--- src/rtl/dcs_pkg.sv ---
// Purpose: shared constants for the dma control and status register
// Assumes: one 32-bit register at offset 0, 50 MHz pclk
// Notes: field positions and reset value used by both ends
`default_nettype none
package dcs_pkg;
  localparam logic [7:0] DCS_OFFSET = 8'h00;
  localparam logic [31:0] DCS_RESET = 32'h0000_0000;
  localparam int DCS_RX_DONE_BIT = 3;
  localparam int DCS_RX_POLL_BIT = 4;
  localparam int DCS_TX_DONE_BIT = 11;
  localparam int DCS_TX_POLL_BIT = 12;
  localparam int DCS_TX_ACTIVE_BIT = 15;
  localparam int DCS_MUST_ONE_BIT = 16;
  localparam int DCS_INV_OFF_BIT = 18;
  localparam int DCS_STAT_OFF_BIT = 19;
  localparam int DCS_BATCH_LO = 20;
  localparam int DCS_BATCH_HI = 22;
  localparam int DCS_CABORT_BIT = 30;
  localparam int DCS_IABORT_BIT = 31;
  localparam logic [2:0] DCS_BATCH_MIN = 3'h1;
  localparam logic [2:0] DCS_BATCH_MAX = 3'h5;
  // writable control bits: 16, 18, 19, 22..20
  localparam logic [31:0] DCS_RW_MASK = 32'h007D_0000;
  // controller register offsets on apb
  localparam logic [7:0] CTL_CMD_OFF = 8'h00;
  localparam logic [7:0] CTL_WDATA_OFF = 8'h04;
  localparam logic [7:0] CTL_RDATA_OFF = 8'h08;
  localparam logic [7:0] CTL_STAT_OFF = 8'h0C;
endpackage : dcs_pkg
`default_nettype wire

--- src/rtl/dcs_if.sv ---
// Purpose: register port between host controller and device register
// Assumes: single clock, word or half-word access strobes
// Notes: be selects 16-bit halves; both halves means a 32-bit access
`default_nettype none
interface dcs_if;
  logic req;
  logic wr;
  logic [1:0] be;
  logic [31:0] wdata;
  logic [31:0] rdata;
  logic ack;
  modport dev (input req, input wr, input be, input wdata, output rdata, output ack);
  modport host (output req, output wr, output be, output wdata, input rdata, input ack);
endinterface : dcs_if
`default_nettype wire

--- src/rtl/dcs_device.sv ---
// Purpose: dma control and status register of the dma engine
// Assumes: host side and accesses 16 or 32 bits
// Notes: one-cycle access, ack in the cycle after req
//
// Implementation choice: register access over APB.
`default_nettype none
module dcs_device
  import dcs_pkg::*;
(
  input wire logic pclk, // clock
  input wire logic presetn, // async reset, low
  dcs_if.dev bus, // register port
  input wire logic rx_dma_start, // rx dma of a new frame begins
  input wire logic rx_dma_finish, // rx dma of a frame completes
  input wire logic rx_done_ack, // rx done interrupt acknowledged
  input wire logic tx_dma_finish, // tx dma operation completes
  input wire logic tx_done_ack, // tx done interrupt acknowledged
  input wire logic tx_dma_busy, // tx dma operation in progress
  input wire logic completer_abort_in, // target abort seen as master
  input wire logic initiator_abort_in, // master abort suffered
  input wire logic chip_reset, // global or host reset bit pulse
  output logic rx_dma_done, // rx done, same as status bit
  output logic tx_dma_done, // tx done, same as status bit
  output logic rx_poll_request, // rx poll pulse: reset timer, fetch
  output logic tx_poll_request, // tx poll pulse: reset timer, fetch
  output logic invalidate_write_off, // no invalidate write command
  output logic tx_status_update_en, // write back then poll done flag
  output logic [2:0] tx_fragment_batch, // effective batch, 1..5
  output logic dma_halt // halt tx and rx dma
);
  logic [31:0] ctl; // writable control bits, assembled
  logic tx_active;
  logic completer_abort_flag;
  logic initiator_abort_flag;
  logic ack_q;
  logic [31:0] rdata_q;
  logic [31:0] status_word;
  logic [2:0] raw_batch;
  logic wr_hit;
  logic rd_hit; // read taken this cycle
  logic lo_wr; // write to the low half
  logic hi_wr; // write to the high half
  logic must_one; // bit 16 as last written
  logic inv_off_q; // invalidate write disable
  logic stat_off_q; // status update disable
  logic [2:0] batch_q; // batch field as written

  // a request is taken on the edge where it stands without an answer
  assign wr_hit = bus.req && bus.wr && !ack_q;
  assign rd_hit = bus.req && !bus.wr && !ack_q;
  // 16-bit halves selected by the byte lane pair enables
  assign lo_wr = wr_hit && bus.be[0];
  assign hi_wr = wr_hit && bus.be[1];

  // done flags: set by finish, cleared by acknowledge; rx done also by start
  dcs_sticky u_rx_done (
    .pclk(pclk),
    .presetn(presetn),
    .set(rx_dma_finish),
    .clr(rx_dma_start || rx_done_ack),
    .q(rx_dma_done)
  );
  dcs_sticky u_tx_done (
    .pclk(pclk),
    .presetn(presetn),
    .set(tx_dma_finish),
    .clr(tx_done_ack),
    .q(tx_dma_done)
  );

  // fatal abort flags, only chip reset clears them
  dcs_sticky u_cabort (
    .pclk(pclk),
    .presetn(presetn),
    .set(completer_abort_in),
    .clr(chip_reset),
    .q(completer_abort_flag)
  );
  dcs_sticky u_iabort (
    .pclk(pclk),
    .presetn(presetn),
    .set(initiator_abort_in),
    .clr(chip_reset),
    .q(initiator_abort_flag)
  );

  // bit 16 has no function; it is kept so that it reads back as written
  always_ff @(posedge pclk or negedge presetn) begin
    if (!presetn) begin
      must_one <= DCS_RESET[DCS_MUST_ONE_BIT];
    end else if (hi_wr) begin
      must_one <= bus.wdata[DCS_MUST_ONE_BIT];
    end
  end

  // invalidate write disable, high half only
  always_ff @(posedge pclk or negedge presetn) begin
    if (!presetn) begin
      inv_off_q <= DCS_RESET[DCS_INV_OFF_BIT];
    end else if (hi_wr) begin
      inv_off_q <= bus.wdata[DCS_INV_OFF_BIT];
    end
  end

  // status update disable, high half only
  always_ff @(posedge pclk or negedge presetn) begin
    if (!presetn) begin
      stat_off_q <= DCS_RESET[DCS_STAT_OFF_BIT];
    end else if (hi_wr) begin
      stat_off_q <= bus.wdata[DCS_STAT_OFF_BIT];
    end
  end

  // fragment batch as written; bad values are mapped where it is used
  always_ff @(posedge pclk or negedge presetn) begin
    if (!presetn) begin
      batch_q <= DCS_RESET[DCS_BATCH_HI:DCS_BATCH_LO];
    end else if (hi_wr) begin
      batch_q <= bus.wdata[DCS_BATCH_HI:DCS_BATCH_LO];
    end
  end

  // writable bits in their register places, every other bit zero
  always_comb begin
    ctl = 32'h0000_0000;
    ctl[DCS_MUST_ONE_BIT] = must_one;
    ctl[DCS_INV_OFF_BIT] = inv_off_q;
    ctl[DCS_STAT_OFF_BIT] = stat_off_q;
    ctl[DCS_BATCH_HI:DCS_BATCH_LO] = batch_q;
  end

  // rx poll: one-cycle pulse, the bit itself never stores
  always_ff @(posedge pclk or negedge presetn) begin
    if (!presetn) begin
      rx_poll_request <= 1'b0;
    end else begin
      rx_poll_request <= lo_wr && bus.wdata[DCS_RX_POLL_BIT];
    end
  end

  // tx poll: one-cycle pulse, the bit itself never stores
  always_ff @(posedge pclk or negedge presetn) begin
    if (!presetn) begin
      tx_poll_request <= 1'b0;
    end else begin
      tx_poll_request <= lo_wr && bus.wdata[DCS_TX_POLL_BIT];
    end
  end

  // tx active follows the dma engine
  always_ff @(posedge pclk or negedge presetn) begin
    if (!presetn) begin
      tx_active <= 1'b0;
    end else begin
      tx_active <= tx_dma_busy;
    end
  end

  // control outputs
  assign invalidate_write_off = ctl[DCS_INV_OFF_BIT];
  assign tx_status_update_en = !ctl[DCS_STAT_OFF_BIT];
  assign raw_batch = ctl[DCS_BATCH_HI:DCS_BATCH_LO];
  assign tx_fragment_batch = (raw_batch >= DCS_BATCH_MIN && raw_batch <= DCS_BATCH_MAX)
                             ? raw_batch : DCS_BATCH_MIN;
  assign dma_halt = completer_abort_flag || initiator_abort_flag;

  // read view: poll bits read as zero, reserved as zero
  always_comb begin
    status_word = ctl;
    status_word[DCS_RX_DONE_BIT] = rx_dma_done;
    status_word[DCS_TX_DONE_BIT] = tx_dma_done;
    status_word[DCS_TX_ACTIVE_BIT] = tx_active;
    status_word[DCS_CABORT_BIT] = completer_abort_flag;
    status_word[DCS_IABORT_BIT] = initiator_abort_flag;
  end

  // one-cycle answer, dropped for a cycle between accesses
  always_ff @(posedge pclk or negedge presetn) begin
    if (!presetn) begin
      ack_q <= 1'b0;
    end else begin
      ack_q <= bus.req && !ack_q;
    end
  end

  // read data captured on the taken edge, held until the next read
  always_ff @(posedge pclk or negedge presetn) begin
    if (!presetn) begin
      rdata_q <= DCS_RESET;
    end else if (rd_hit) begin
      rdata_q <= status_word;
    end
  end

  assign bus.ack = ack_q;
  assign bus.rdata = rdata_q;
endmodule : dcs_device
`default_nettype wire

--- src/rtl/dcs_sticky.sv ---
// Purpose: one sticky flag, set by hardware and cleared by a pulse
// Assumes: synchronous set and clear inputs
// Notes: set wins over clear in the same cycle
`default_nettype none
module dcs_sticky (
  input wire logic pclk, // clock
  input wire logic presetn, // async reset, low
  input wire logic set, // set pulse
  input wire logic clr, // clear pulse
  output logic q // flag
);
  // set beats clear
  always_ff @(posedge pclk or negedge presetn) begin
    if (!presetn) begin
      q <= 1'b0;
    end else if (set) begin
      q <= 1'b1;
    end else if (clr) begin
      q <= 1'b0;
    end
  end
endmodule : dcs_sticky
`default_nettype wire

--- src/flat_wrapper.sv ---
// flat-port wrapper written by rule: the top's interface ports become plain ports
module dcs_device_flat import dcs_pkg::*;
  (pclk, presetn, rx_dma_start, rx_dma_finish, rx_done_ack, tx_dma_finish, tx_done_ack, tx_dma_busy, completer_abort_in, initiator_abort_in, chip_reset, rx_dma_done, tx_dma_done, rx_poll_request, tx_poll_request, invalidate_write_off, tx_status_update_en, tx_fragment_batch, dma_halt, bus_req, bus_wr, bus_be, bus_wdata, bus_rdata, bus_ack);
  dcs_if bus_i ();
  input wire logic pclk;
  input wire logic presetn;
  input wire logic rx_dma_start;
  input wire logic rx_dma_finish;
  input wire logic rx_done_ack;
  input wire logic tx_dma_finish;
  input wire logic tx_done_ack;
  input wire logic tx_dma_busy;
  input wire logic completer_abort_in;
  input wire logic initiator_abort_in;
  input wire logic chip_reset;
  output logic rx_dma_done;
  output logic tx_dma_done;
  output logic rx_poll_request;
  output logic tx_poll_request;
  output logic invalidate_write_off;
  output logic tx_status_update_en;
  output logic [2:0] tx_fragment_batch;
  output logic dma_halt;
  input wire logic [$bits(bus_i.req)-1:0] bus_req;
  input wire logic [$bits(bus_i.wr)-1:0] bus_wr;
  input wire logic [$bits(bus_i.be)-1:0] bus_be;
  input wire logic [$bits(bus_i.wdata)-1:0] bus_wdata;
  output wire logic [$bits(bus_i.rdata)-1:0] bus_rdata;
  output wire logic [$bits(bus_i.ack)-1:0] bus_ack;
  assign bus_i.req = bus_req;
  assign bus_i.wr = bus_wr;
  assign bus_i.be = bus_be;
  assign bus_i.wdata = bus_wdata;
  assign bus_rdata = bus_i.rdata;
  assign bus_ack = bus_i.ack;
  dcs_device u_core (.pclk(pclk), .presetn(presetn), .bus(bus_i), .rx_dma_start(rx_dma_start), .rx_dma_finish(rx_dma_finish), .rx_done_ack(rx_done_ack), .tx_dma_finish(tx_dma_finish), .tx_done_ack(tx_done_ack), .tx_dma_busy(tx_dma_busy), .completer_abort_in(completer_abort_in), .initiator_abort_in(initiator_abort_in), .chip_reset(chip_reset), .rx_dma_done(rx_dma_done), .tx_dma_done(tx_dma_done), .rx_poll_request(rx_poll_request), .tx_poll_request(tx_poll_request), .invalidate_write_off(invalidate_write_off), .tx_status_update_en(tx_status_update_en), .tx_fragment_batch(tx_fragment_batch), .dma_halt(dma_halt));
endmodule
--- config.mk ---
export PLATFORM = sky130hd
export DESIGN_NAME = dcs_device_flat
export DESIGN_NICKNAME = d
export VERILOG_FILES = /design/src/rtl/dcs_pkg.sv /design/src/rtl/dcs_if.sv /design/src/rtl/dcs_device.sv /design/src/rtl/dcs_sticky.sv /design/src/flat_wrapper.sv
export SDC_FILE = /design/constraint.sdc
export NUM_CORES = 1
export LEC_CHECK = 0
export ABC_AREA = 1
export BUFFER_PORTS_ARGS = -buffer_cell sky130_fd_sc_hd__clkbuf_2
export CORE_ASPECT_RATIO = 1.1
export CORE_MARGIN = 3
export CORE_UTILIZATION = 39
export DETAILED_ROUTE_END_ITERATION = 12
export PLACE_DENSITY = 0.79
export SYNTH_ARGS = -nofsm -noshare
export SYNTH_HDL_FRONTEND = slang
export SYNTH_SLANG_ARGS = --single-unit
--- constraint.sdc ---
create_clock -name pclk -period 1.6 [get_ports pclk]
set_clock_uncertainty 0.2 [all_clocks]
set_input_delay 0.32 -clock pclk [delete_from_list [all_inputs] [get_ports pclk]]
set_output_delay 0.32 -clock pclk [all_outputs]
set_load 0.05 [all_outputs]
==> results_dict.tcl <==
set metrics [dict create \
    syn_area_mm2 0.00117 \
    num_rows 20 \
    pre_cts_slack_ps 169 \
    die_area_mm2 0.00371 \
    slew_headroom 0.599 \
    hpwl_mm 1.72 \
    grt.overflow.total 0 \
    reg2reg_setup_slack_ps 340 \
    num-fill-cells 277 \
    reg2reg_depth 4 \
    drive_gt1_frac 0.395 \
    whs_endpoint "u_core.u_iabort.q$_DFFE_PN0P_" \
    insertion_delay_ps 320 \
    worstHoldPathCells 2 \
    ys_seq_area_frac 0.532 \
    p_leak_nw 0.883 \
    hold_violations 0 \
    clockRootBuffer "clkbuf_4" \
    die_x_um 58.3 \
    dieHeight_um 63.6 \
    area_growth_pct 34.0 \
    start_kind "flip-flop" \
    gp_congestion 0.676 \
    hold-worst-slack_ps 6.20 \
    syn_area_per_cell_um2 9.55 \
    postRouteWirelength_mm 2.42 \
    r2r-start "u_core.bus.ack$_DFF_PN0_" \
    period_needed_ps 1680 \
    ctsLongestPathBuffers 2 \
    route.detailed.drc 0 \
    n_antenna_cell 0 \
    grt_pass1_wl_mm 3.86 \
    setup_slack_ps -84.8 \
    hold_path.class "in2reg" \
    clock-sinks 25 \
    endpoint_kind "primary output" \
    worstPathMaxFanout 4 \
    nets 233 \
    synthCells 123 \
    slew_violations 0 \
    synth_seq_cells 25 \
    ant_nets 0 \
    crit_arrival_ps 1160 \
    cts_tree "built" \
    antenna_found_initial 0 \
    timing.fmax_mhz 594 \
    outcome "finished with violations" \
    cp.required_ps 1080 \
    power_mw 1.94 \
    grt_usage 0.133 \
    grt_max_degree 26 \
    start_util 0.415 \
    core_area_mm2 0.00283 \
    cts_buffers 3 \
    io-pin-count 90 \
    period_share 1.05 \
    ys_types 17 \
    numPortBuffers 44 \
    setup_viol_count_final 3 \
    dp_cells 198 \
    worst_pin_slew_ps 601 \
    cellPowerDensity_mw_per_mm2 1240 \
    ir_drop_mv 0.599 \
    rsz0062_at_grt "yes" \
    cap_violations 0 \
    viasPerCell 4.27 \
    grt_pass1_vias 939 \
    num_vias 930 \
    drt_iter0_drc 40 \
    yosysWarnings 0 \
    path_clk_slew_ps 150 \
    stdcell_count 218 \
    critPathKind "reg2out" \
    cts_max_level 1 \
    first_pass_iters 4 \
    stdcell_area_mm2 0.00157 \
    wl_per_cell_um 11.1 \
    hp-start "initiator_abort_in" \
    violations "setup timing" \
    place_area_mm2 0.00133 \
    timing.rr.end "u_core.bus.rdata[31]$_DFFE_PN0P_" \
]
[worst max path at each step]
stage | start | end | depth (start not counted)
global placement | u_core.batch_q[1]$_DFFE_PN0P_ | tx_fragment_batch[0] | 4
global route | u_core.batch_q[1]$_DFFE_PN0P_ | tx_fragment_batch[0] | 4
finish | u_core.batch_q[1]$_DFFE_PN0P_ | tx_fragment_batch[0] | 4
CTS | u_core.batch_q[2]$_DFFE_PN0P_ | tx_fragment_batch[0] | 4
floorplan | u_core.batch_q[1]$_DFFE_PN0P_ | tx_fragment_batch[1] | 2
detailed placement | u_core.batch_q[1]$_DFFE_PN0P_ | tx_fragment_batch[0] | 4
[cells in the final DEF (no fill, tap or decap), drive strengths merged, types with 3 or more instances in the layout]
cell type / n
dfrtp: 25
conb: 21
nand2: 32
clkbuf: 42
nor2: 7
inv: 12
o21ai: 7
nand3: 12
dlygate4sd3: 11
buf: 10
o21bai: 3
[cell usage after synthesis]
master,number,area share
nand2_1,32,0.10
o21ai_0,1,0.0043
buf_12,1,0.017
buf_4,21,0.13
nor2_1,5,0.016
nor2_4,1,0.0096
inv_2,2,0.0064
nor2_2,1,0.0053
nand4_1,1,0.0053
o21bai_1,3,0.019
dfrtp_1,25,0.53
a21o_1,1,0.0064
inv_1,10,0.032
o21ai_2,6,0.045
nand3_1,11,0.047
conb_1,1,0.0032
nand3_4,1,0.015
[registers in the layout, summed over array words and instances (netlist names)]
register and cells:
u_core.batch_q 3, u_core.bus.ack 1, u_core.bus.rdata 11, u_core.invalidate_write_off 1, u_core.must_one 1, u_core.rx_poll_request 1, u_core.stat_off_q 1, u_core.tx_active 1
u_core.tx_poll_request 1, u_core.u_cabort.q 1, u_core.u_iabort.q 1, u_core.u_rx_done.q 1, u_core.u_tx_done.q 1
[timing repair]
| item | CTS | global route |
|---|---|---|
| gates resized for setup | 14 | 11 |
| pin swaps | 1 | 0 |
| endpoints found under the setup margin | 6 | 7 |
| cloned | 0 | 0 |
| hold buffers | 11 | 1 |
| setup buffers | 4 | 1 |
| hold endpoints to repair | 34 | 1 |
[routing by layer]
layer	share of wire	wire (µm)	track usage
met3	0.079	191	0.0184
met1	0.37	890	0.135
met2	0.55	1330	0.263
met4	0.0050	12	0.0435
met5	0	0	0
[power by group]
part	internal (mW)	switching (mW)	leakage (nW)
clock network	0.0954	0.194	0.0139
registers	0.728	0.0631	0.308
logic	0.240	0.624	0.561
total	1.06	0.881	0.883
[stage by stage]
| step | setup TNS (ps) | util |
|---|---|---|
| final | -132 | 0.557 |
| after floorplan | -5.66 | - |
| after CTS | -152 | 0.549 |
| after detailed placement | 0 | 0.472 |
| after global placement | 0 | 0.472 |
| after global routing | -382 | 0.557 |
[worst max-delay path: stages, from the launching register on]
cell	delay, ps
dfrtp_1	450
inv_2	100
nand2_2	60
nand3_2	80
buf_8	150
[cell families (layout without fill, tap and decap cells)]
| family | count (synthesis) | count (layout) | synth area share |
|---|---|---|---|
| DFF | 25 | 25 | 0.532 |
| and+or+nand+nor | 52 | 52 | 0.200 |
| AOI/OAI and AO/OA | 11 | 11 | 0.0745 |
| other | 1 | 21 | 0.00319 |
| buffers and inverters | 34 | 76 | 0.190 |
[area by class of cell]
type,count,area [µm²],share of cell area
inverters,12,45.0,0.0286
repair buffers,60,417,0.265
clock buffers,3,22.5,0.0143
clock inverters,1,7.51,0.00477
well taps,33,41.3,0.0262
multi-input cells,84,414,0.263
flip-flops and latches,25,627,0.398
Note: power is estimated with default switching activity, not from simulation.
